--- src/verilog/uimc_pkg.sv ---
/*
  package for the serial port interrupt and modem control block: register offsets,
  field positions, reset values, interrupt codes and the shared state carrier.
  assumes an apb slave with 32-bit data and one aligned word per register.
*/
`default_nettype none
package uimc_pkg;
  // register byte offsets
  localparam logic [7:0] UIMC_OFF_INTERRUPT_ENABLE  = 8'h04;
  localparam logic [7:0] UIMC_OFF_INTERRUPT_IDENT   = 8'h08;
  localparam logic [7:0] UIMC_OFF_FIFO_CONTROL      = 8'h0c;
  localparam logic [7:0] UIMC_OFF_MODEM_CONTROL     = 8'h10;
  localparam logic [7:0] UIMC_OFF_MODEM_STATUS      = 8'h18;
  localparam logic [7:0] UIMC_OFF_SCRATCH           = 8'h1c;
  localparam logic [7:0] UIMC_OFF_RX_STATUS         = 8'h20;
  localparam logic [7:0] UIMC_OFF_CHAR_TIME         = 8'h24;
  // field positions
  localparam int UIMC_LOOP_BIT     = 4;
  localparam int UIMC_FIFO_EN_BIT  = 0;
  localparam int UIMC_TRIG_LSB     = 6;
  // reset values
  localparam logic [7:0]  UIMC_RST_BYTE      = 8'h00;
  localparam logic [15:0] UIMC_RST_CHAR_TIME = 16'h00a0;
  // identification codes, bits 3..0
  localparam logic [3:0] UIMC_ID_NONE    = 4'h1;
  localparam logic [3:0] UIMC_ID_LINE    = 4'h6;
  localparam logic [3:0] UIMC_ID_RXDATA  = 4'h4;
  localparam logic [3:0] UIMC_ID_TIMEOUT = 4'hc;
  localparam logic [3:0] UIMC_ID_TXEMPTY = 4'h2;
  localparam logic [3:0] UIMC_ID_MODEM   = 4'h0;
  // character times before a receive timeout
  localparam logic [2:0] UIMC_TIMEOUT_CHARS = 3'h4;
  // trigger levels 1, 4, 8, 14
  localparam logic [4:0] UIMC_TRIG_1  = 5'h01;
  localparam logic [4:0] UIMC_TRIG_4  = 5'h04;
  localparam logic [4:0] UIMC_TRIG_8  = 5'h08;
  localparam logic [4:0] UIMC_TRIG_14 = 5'h0e;

  typedef struct packed {
    logic [3:0]  int_enable;
    logic [7:0]  fcr;
    logic [4:0]  modem_ctl;
    logic [3:0]  modem_delta;
    logic [3:0]  modem_prev;
    logic [7:0]  scratch;
    logic [7:0]  ident;
    logic        ident_freeze;
    logic        txe_pend;
    logic        txe_prev;
    logic        saw_two;
    logic        first_txe;
    logic [15:0] char_time;
    logic [15:0] tick_cnt;
    logic [2:0]  char_cnt;
    logic        timeout_pend;
    logic [15:0] delay_cnt;
    logic        delay_run;
    logic        data_ready;
    logic [31:0] prdata;
  } uimc_state_type;

  // modem inputs as seen by the block, active high
  typedef struct packed {
    logic dcd;
    logic ri;
    logic dsr;
    logic cts;
  } uimc_modem_type;
endpackage
`default_nettype wire

--- src/verilog/uimc_top.sv ---
/*
  interrupt identification, interrupt enable, modem control/status, scratch and
  fifo interrupt rules of a serial port, reached over apb.
  assumes the receiver, transmitter and fifos sit outside and report fill levels
  and one-cycle strobes synchronous to mclk.
*/
// Added by the designer: register access over APB and the placing of the registers.
`default_nettype none
module uimc_top (
  input  wire logic        mclk,
  input  wire logic        reset_n,
  input  wire logic        psel,
  input  wire logic        penable,
  input  wire logic        pwrite,
  input  wire logic [7:0]  paddr,
  input  wire logic [31:0] pwdata,
  output logic             pready,
  output logic             pslverr,
  output logic [31:0]      prdata,
  input  wire logic        cts_n,
  input  wire logic        dsr_n,
  input  wire logic        ri_n,
  input  wire logic        dcd_n,
  output logic             dtr_n,
  output logic             rts_n,
  output logic             out1_n,
  output logic             out2_n,
  input  wire logic        serial_input,
  input  wire logic        tx_shift_out,
  output logic             serial_output,
  output logic             rx_shift_in,
  input  wire logic        line_status_pend,
  input  wire logic        rx_push,
  input  wire logic        rx_pop,
  input  wire logic [4:0]  rx_fill,
  input  wire logic        rx_char_pend,
  input  wire logic        thr_write,
  input  wire logic [4:0]  tx_fill,
  input  wire logic        tx_empty,
  input  wire logic        rclk_tick,
  output logic             fifo_enable_bit,
  output logic             fifo_clear,
  output logic             data_ready_bit,
  output logic             interrupt_output
);

  ////////////////////////////////////////////////////////////////////////////
  logic [1:0]                 rst_sync_reg;
  logic                       rst_n;
  uimc_pkg::uimc_state_type   s_reg;
  uimc_pkg::uimc_state_type   s_next;
  uimc_pkg::uimc_modem_type   modem_in;
  logic                       rd_access;
  logic                       wr_access;
  logic                       loop;
  logic                       fifo_mode;
  logic                       rx_pend;
  logic                       txe_src;
  logic                       modem_pend;
  logic                       line_en;
  logic [4:0]                 trigger;
  logic [3:0]                 id_live;
  logic                       txe_level;

  always_ff @(posedge mclk or negedge reset_n) begin
    if (!reset_n) begin
      rst_sync_reg <= 2'h0;
    end else begin
      rst_sync_reg <= {rst_sync_reg[0], 1'b1};
    end
  end
  assign rst_n = rst_sync_reg[1];

  function automatic logic hit(input logic [7:0] a, input logic [7:0] off);
    hit = (a == off);
  endfunction

  function automatic logic [4:0] trig_level(input logic [1:0] sel);
    case (sel)
      2'h0:    trig_level = uimc_pkg::UIMC_TRIG_1;
      2'h1:    trig_level = uimc_pkg::UIMC_TRIG_4;
      2'h2:    trig_level = uimc_pkg::UIMC_TRIG_8;
      default: trig_level = uimc_pkg::UIMC_TRIG_14;
    endcase
  endfunction

  ////////////////////////////////////////////////////////////////////////////
  // single-cycle access: answer in the first access cycle
  assign pready    = 1'b1;
  assign rd_access = psel && penable && !pwrite;
  assign wr_access = psel && penable && pwrite;
  assign pslverr   = psel && penable && !(
    hit(paddr, uimc_pkg::UIMC_OFF_INTERRUPT_ENABLE) ||
    hit(paddr, uimc_pkg::UIMC_OFF_INTERRUPT_IDENT) ||
    hit(paddr, uimc_pkg::UIMC_OFF_FIFO_CONTROL) ||
    hit(paddr, uimc_pkg::UIMC_OFF_MODEM_CONTROL) ||
    hit(paddr, uimc_pkg::UIMC_OFF_MODEM_STATUS) ||
    hit(paddr, uimc_pkg::UIMC_OFF_SCRATCH) ||
    hit(paddr, uimc_pkg::UIMC_OFF_RX_STATUS) ||
    hit(paddr, uimc_pkg::UIMC_OFF_CHAR_TIME));
  assign prdata    = s_reg.prdata;

  assign loop      = s_reg.modem_ctl[uimc_pkg::UIMC_LOOP_BIT];
  assign fifo_mode = s_reg.fcr[uimc_pkg::UIMC_FIFO_EN_BIT];
  assign fifo_enable_bit = fifo_mode;
  assign trigger   = trig_level(s_reg.fcr[uimc_pkg::UIMC_TRIG_LSB +: 2]);

  // modem inputs, active high; loopback takes the control bits instead
  always_comb begin
    if (loop) begin
      modem_in.cts = s_reg.modem_ctl[1];
      modem_in.dsr = s_reg.modem_ctl[0];
      modem_in.ri  = s_reg.modem_ctl[2];
      modem_in.dcd = s_reg.modem_ctl[3];
    end else begin
      modem_in.cts = !cts_n;
      modem_in.dsr = !dsr_n;
      modem_in.ri  = !ri_n;
      modem_in.dcd = !dcd_n;
    end
  end

  // pins held inactive high in loopback
  assign dtr_n  = loop ? 1'b1 : !s_reg.modem_ctl[0];
  assign rts_n  = loop ? 1'b1 : !s_reg.modem_ctl[1];
  assign out1_n = loop ? 1'b1 : !s_reg.modem_ctl[2];
  assign out2_n = loop ? 1'b1 : !s_reg.modem_ctl[3];
  assign serial_output = loop ? 1'b1 : tx_shift_out;
  assign rx_shift_in   = loop ? tx_shift_out : serial_input;
  assign data_ready_bit = s_reg.data_ready;

  ////////////////////////////////////////////////////////////////////////////
  // pending sources, each gated by its enable
  assign line_en    = s_reg.int_enable[2] && line_status_pend;
  // trigger level and timeout only in fifo mode; character mode uses rx_char_pend
  assign rx_pend    = s_reg.int_enable[0] &&
                      (fifo_mode ? (rx_fill >= trigger) || s_reg.timeout_pend
                                 : rx_char_pend);
  assign txe_src    = s_reg.int_enable[1] && s_reg.txe_pend;
  assign modem_pend = s_reg.int_enable[3] && (s_reg.modem_delta != 4'h0);

  always_comb begin
    if (line_en) begin
      id_live = uimc_pkg::UIMC_ID_LINE;
    end else if (rx_pend) begin
      id_live = (fifo_mode && s_reg.timeout_pend && rx_fill < trigger)
              ? uimc_pkg::UIMC_ID_TIMEOUT : uimc_pkg::UIMC_ID_RXDATA;
    end else if (txe_src) begin
      id_live = uimc_pkg::UIMC_ID_TXEMPTY;
    end else if (modem_pend) begin
      id_live = uimc_pkg::UIMC_ID_MODEM;
    end else begin
      id_live = uimc_pkg::UIMC_ID_NONE;
    end
  end

  assign interrupt_output = line_en || rx_pend || txe_src || modem_pend;

  // transmit empty level: fifo empty, or holding empty in character mode
  assign txe_level = tx_empty;
  assign fifo_clear = wr_access && hit(paddr, uimc_pkg::UIMC_OFF_FIFO_CONTROL) &&
                      (pwdata[uimc_pkg::UIMC_FIFO_EN_BIT] != fifo_mode);

  ////////////////////////////////////////////////////////////////////////////
  always_comb begin
    s_next = s_reg;
    s_next.prdata = 32'h0;

    // change flags: set wins over clear by read
    if (rd_access && hit(paddr, uimc_pkg::UIMC_OFF_MODEM_STATUS)) begin
      s_next.modem_delta = 4'h0;
    end
    s_next.modem_delta[0] = s_next.modem_delta[0] | (modem_in.cts ^ s_reg.modem_prev[0]);
    s_next.modem_delta[1] = s_next.modem_delta[1] | (modem_in.dsr ^ s_reg.modem_prev[1]);
    // trailing ring edge: pin goes low to high, so active-high ri falls
    s_next.modem_delta[2] = s_next.modem_delta[2] | (!modem_in.ri && s_reg.modem_prev[2]);
    s_next.modem_delta[3] = s_next.modem_delta[3] | (modem_in.dcd ^ s_reg.modem_prev[3]);
    s_next.modem_prev = {modem_in.dcd, modem_in.ri, modem_in.dsr, modem_in.cts};

    // identification held while the host read is in progress
    s_next.ident_freeze = psel && !pwrite && hit(paddr, uimc_pkg::UIMC_OFF_INTERRUPT_IDENT);
    if (!s_next.ident_freeze || !s_reg.ident_freeze) begin
      s_next.ident = {fifo_mode, fifo_mode, 2'h0, fifo_mode ? id_live : {1'b0, id_live[2:0]}};
    end

    // data ready: set on push, cleared only when the fifo empties
    if (rx_push) begin
      s_next.data_ready = 1'b1;
    end else if (rx_fill == 5'h00) begin
      s_next.data_ready = 1'b0;
    end

    // receive timeout timer counted in receive character times
    if (rx_push || rx_pop || !fifo_mode || rx_fill == 5'h00) begin
      s_next.tick_cnt     = 16'h0;
      s_next.char_cnt     = 3'h0;
      s_next.timeout_pend = 1'b0;
    end else if (rclk_tick && !s_reg.timeout_pend) begin
      if (s_reg.tick_cnt + 16'h1 >= s_reg.char_time) begin
        s_next.tick_cnt = 16'h0;
        s_next.char_cnt = s_reg.char_cnt + 3'h1;
        if (s_reg.char_cnt + 3'h1 >= uimc_pkg::UIMC_TIMEOUT_CHARS) begin
          s_next.timeout_pend = 1'b1;
        end
      end else begin
        s_next.tick_cnt = s_reg.tick_cnt + 16'h1;
      end
    end

    // transmit empty with the one-character delay
    if (tx_fill >= 5'h02) begin
      s_next.saw_two = 1'b1;
    end
    s_next.txe_prev = txe_level;
    if (txe_level && !s_reg.txe_prev) begin
      if (fifo_mode && !s_reg.saw_two && !s_reg.first_txe) begin
        s_next.delay_run = 1'b1;
        s_next.delay_cnt = 16'h0;
      end else begin
        s_next.txe_pend = 1'b1;
      end
      s_next.saw_two   = 1'b0;
      s_next.first_txe = 1'b0;
    end
    if (s_reg.delay_run && rclk_tick) begin
      if (s_reg.delay_cnt + 16'h1 >= s_reg.char_time) begin
        s_next.delay_run = 1'b0;
        s_next.txe_pend  = txe_level;
      end else begin
        s_next.delay_cnt = s_reg.delay_cnt + 16'h1;
      end
    end
    if (thr_write || !txe_level ||
        (rd_access && hit(paddr, uimc_pkg::UIMC_OFF_INTERRUPT_IDENT) &&
         s_reg.ident[3:0] == uimc_pkg::UIMC_ID_TXEMPTY)) begin
      s_next.txe_pend  = 1'b0;
      s_next.delay_run = 1'b0;
    end

    // register writes
    if (wr_access) begin
      if (hit(paddr, uimc_pkg::UIMC_OFF_INTERRUPT_ENABLE)) begin
        s_next.int_enable = pwdata[3:0];
      end
      if (hit(paddr, uimc_pkg::UIMC_OFF_FIFO_CONTROL)) begin
        if (pwdata[uimc_pkg::UIMC_FIFO_EN_BIT] != fifo_mode) begin
          s_next.first_txe = 1'b1;
          s_next.txe_prev  = 1'b0;
        end
        s_next.fcr = pwdata[uimc_pkg::UIMC_FIFO_EN_BIT] ? pwdata[7:0] : 8'h00;
      end
      if (hit(paddr, uimc_pkg::UIMC_OFF_MODEM_CONTROL)) begin
        s_next.modem_ctl = pwdata[4:0];
      end
      if (hit(paddr, uimc_pkg::UIMC_OFF_SCRATCH)) begin
        s_next.scratch = pwdata[7:0];
      end
      if (hit(paddr, uimc_pkg::UIMC_OFF_CHAR_TIME)) begin
        s_next.char_time = (pwdata[15:0] == 16'h0) ? 16'h1 : pwdata[15:0];
      end
    end

    // read data registered in the setup cycle, shown in the access cycle
    if (psel && !penable && !pwrite) begin
      case (paddr)
        uimc_pkg::UIMC_OFF_INTERRUPT_ENABLE: s_next.prdata = {28'h0, s_reg.int_enable};
        uimc_pkg::UIMC_OFF_INTERRUPT_IDENT:  s_next.prdata = {24'h0, s_next.ident};
        uimc_pkg::UIMC_OFF_FIFO_CONTROL:     s_next.prdata = {24'h0, s_reg.fcr};
        uimc_pkg::UIMC_OFF_MODEM_CONTROL:    s_next.prdata = {27'h0, s_reg.modem_ctl};
        uimc_pkg::UIMC_OFF_MODEM_STATUS:     s_next.prdata = {24'h0, modem_in.dcd,
          modem_in.ri, modem_in.dsr, modem_in.cts, s_next.modem_delta};
        uimc_pkg::UIMC_OFF_SCRATCH:          s_next.prdata = {24'h0, s_reg.scratch};
        uimc_pkg::UIMC_OFF_RX_STATUS:        s_next.prdata = {30'h0, s_reg.timeout_pend,
          s_reg.data_ready};
        uimc_pkg::UIMC_OFF_CHAR_TIME:        s_next.prdata = {16'h0, s_reg.char_time};
        default:                             s_next.prdata = 32'h0;
      endcase
    end
  end

  always_ff @(posedge mclk or negedge rst_n) begin
    if (!rst_n) begin
      s_reg           <= '0;
      s_reg.ident     <= {4'h0, uimc_pkg::UIMC_ID_NONE};
      s_reg.char_time <= uimc_pkg::UIMC_RST_CHAR_TIME;
      s_reg.modem_prev <= 4'h0;
    end else begin
      s_reg <= s_next;
    end
  end

endmodule
`default_nettype wire

--- config.mk ---
export PLATFORM = sky130hd
export DESIGN_NAME = uimc_top
export DESIGN_NICKNAME = d
export VERILOG_FILES = /design/src/verilog/uimc_pkg.sv /design/src/verilog/uimc_top.sv
export SDC_FILE = /design/constraint.sdc
export NUM_CORES = 1
export LEC_CHECK = 0
export BUFFER_PORTS_ARGS = -buffer_cell sky130_fd_sc_hd__buf_2
export CAP_MARGIN = 20
export CELL_PAD_IN_SITES_DETAIL_PLACEMENT = 1
export CELL_PAD_IN_SITES_GLOBAL_PLACEMENT = 2
export CORE_ASPECT_RATIO = 0.7
export CORE_UTILIZATION = 36
export CTS_CLUSTER_DIAMETER = 50
export DETAILED_ROUTE_END_ITERATION = 7
export PLACE_DENSITY_LB_ADDON = 0.25
export SLEW_MARGIN = 15
export SYNTH_ARGS = -nofsm -noshare
export SYNTH_HDL_FRONTEND = slang
export SYNTH_SLANG_ARGS = --single-unit
export TNS_END_PERCENT = 50
--- constraint.sdc ---
create_clock -name mclk -period 4 [get_ports mclk]
set_input_delay 0 -clock mclk [delete_from_list [all_inputs] [get_ports mclk]]
set_output_delay 0 -clock mclk [all_outputs]
set_load 0.005 [all_outputs]
==> run metrics <==
outcome=finished, final reports clean; critical path arrival=3990 ps; dpl hpwl=16.1 mm; Starting DRT DRC Count=324; largest net degree at the start of global routing=43; initial antenna violation count=0; Most used DFF post-synth=dfrtp_1; setup TNS=0 ps; worst skew pair latency=420 ps; first-pass GRT wire length=34.7 mm; total CTS buffers=17; critical path type=reg2reg; Clock Skew=7.30 ps; Slew headroom=26.4%; mapped cell area=7000 um2; grt ovf=0; vias per cell=5.31; vias in the first global route=6246; Rows=42; Worst setup SP type=register; final hold vios=0; Sink Count=118; Die Span Y=119 um; Final period util=92.2%; final std cells w/o fill=1114; Max-Cap Viols=0; TritonCTS clock tree=built; WHS=15.6 ps; Synth area leaders=dfrtp_1, ha_1, nand2_1; Period minus WS final=3690 ps; gp weighted congestion=0.880; Pwr Density=370 nW/um2; fraction of layout cells with a size suffix above 1=19.6%; Hold Crit Class=in2reg; placed cell count=1048; via count=5911; area share of the largest cell type after synthesis=41.1%; worst-path maximum fanout=6; asr flop ratio synth=100%; Seq/Total Area, Yosys=42.3%; Worst-Margin Slew=1100 ps; DRT Wirelength=21.6 mm; core area=19000 um2; final slew viol count=0; Synth Warn #=0; GRT Overall Usage=22.9%; dominant cell type by area after synthesis=dfrtp_1; drc violations=0; RSZ-0062 raised after global routing=no; Leak=0.00404 uW; fmax=271 MHz; ANT cells=0; Post-synth EDFFs=0; Max rail drop VDD=0.272 mV; Final ANT Viol Nets=0; Unique masters post-synth=71; io pins=112; Clock Pin Slew Worst Setup and Hold Paths=60 ps; Max clock buf depth=2; WP data required=4300 ps; die footprint=20000 um2; H-tree levels=4; Starting Density=36.9%; # setup viols final=0; Root Buffer=clkbuf_16; max reg flops=97; number of nets in the layout=944; die width=169 um; synthesized flop and latch total=118; TritonRoute pass-1 iters=5; PortBufs=77; Synth Area per Inst=9.53 um2; cell count after synthesis=734; Post CTS Setup Buffer Count=0; Synth-to-Final Area Change=21.7%; endpoint class of the critical path=register; DR WL/cell=19.4 um
==> placed cells by master, fill, tap and decap left out, types with 5 or more instances in the layout <==
master and n:
o21ai_0 30, dlygate4sd3_1 34, or3_1 8, a22oi_1 7, nor3_1 10, a21oi_1 28
nand4_1 11, nand2b_1 15, mux2i_1 9, and3_1 19, bufinv_16 5, nor2b_1 6
a211oi_1 8, inv_1 35, xnor2_1 18, clkbuf_16 17, buf_4 12, o31ai_1 6
nand3_1 24, nor4_1 7, nand2_1 104, xor2_1 9, dfrtp_1 114, nor2_1 33
conb_1 18, a22o_1 21, buf_2 77, and2_1 5, mux2_2 20, ha_1 39
a21o_1 10
==> critical path, cell delays in order (launching register included) <==
cell and delay [ps]:
dfrtp_1 440, ha_1 310, nand4_1 160, buf_4 190, nor3_1 320, xor2_1 150
ha_1 330, nand4_1 120, a211oi_1 870, o21ai_1 300, mux2_1 380
==> final cells by class <==
class                   count  area, um2
fillers                  2154      10500
multi-input cells         542       3620
flip-flops and latches    118       2960
repair buffers            123        816
clock buffers              20        457
well taps                 264        330
clock inverters            12        199
inverters                  35        131
==> kinds of logic after synthesis <==
kind of cell,share of synthesized area (%)
fa+ha+maj,6.98
flops,42.3
mux,4.67
xor+xnor,3.38
buf+inv,6.90
other cells,0.107
compound gates,15.8
simple gates,19.9
==> layer usage <==
layer | up-vias | wire length [um] | GRT usage [%]
met4 | 0 | 220 | 5.97
met3 | 17 | 1020 | 4.92
met5 | - | 0 | 0
met1 | 2987 | 11200 | 34.3
met2 | 115 | 9100 | 33.1
li1 | 2792 | - | -
==> report_power, final <==
group / total, uW / internal (uW) / switching [uW]
clock: 1730 / 1140 / 588
combinational: 196 / 80.7 / 115
sequential: 1220 / 1210 / 17.9
total: 3150 / 2430 / 721
==> synthesized netlist by cell type, types with 10 or more instances <==
master / instances
a22o_1: 21
ha_1: 39
xnor2_1: 18
clkbuf_1: 11
nor2_1: 33
nand3_1: 24
and3_1: 19
a21o_1: 10
a21oi_1: 28
mux2_2: 20
buf_4: 36
o21ai_0: 30
dfrtp_1: 115
nand4_1: 11
nand2_1: 104
nor3_1: 11
inv_1: 35
nand2b_1: 15
==> timing repair <==
action	4_1_cts	5_1_grt
hold endpoints to repair	51	0
endpoints found under the setup margin	0	15
hold buffers	34	0
gates resized for setup	0	2
==> worst paths after layout <==
| path | slack [ps] | start | cells past startpoint | to |
|---|---|---|---|---|
| worst max-delay path | 310 | s_reg[54] | 10 | s_reg[51] |
| worst min register to register | 320 | rst_sync_reg[1] | 0 | s_reg[115] |
| worst max register to register | 310 | s_reg[54] | 10 | s_reg[51] |
| min in group asynchronous | 320 | rst_sync_reg[1] | 0 | s_reg[115] |
| max in group asynchronous | 2690 | rst_sync_reg[1] | 1 | s_reg[35] |
| worst min-delay path | 20 | rx_char_pend | 3 | s_reg[91] |
==> through the flow <==
step | total power (uW) | instance area, um2 | worst slack [ps] | utilization (%)
final | 3150 | 8520 | 312 | 44.9
after global routing | 3250 | 8520 | 83.4 | 44.9
after CTS | 3180 | 8510 | 124 | 44.9
after detailed placement | 1410 | 7510 | 271 | 39.6
after global placement | 1410 | 7510 | 449 | 39.6
after floorplan | 1340 | 7060 | 474 | -
(Power assumes the default switching activity.)
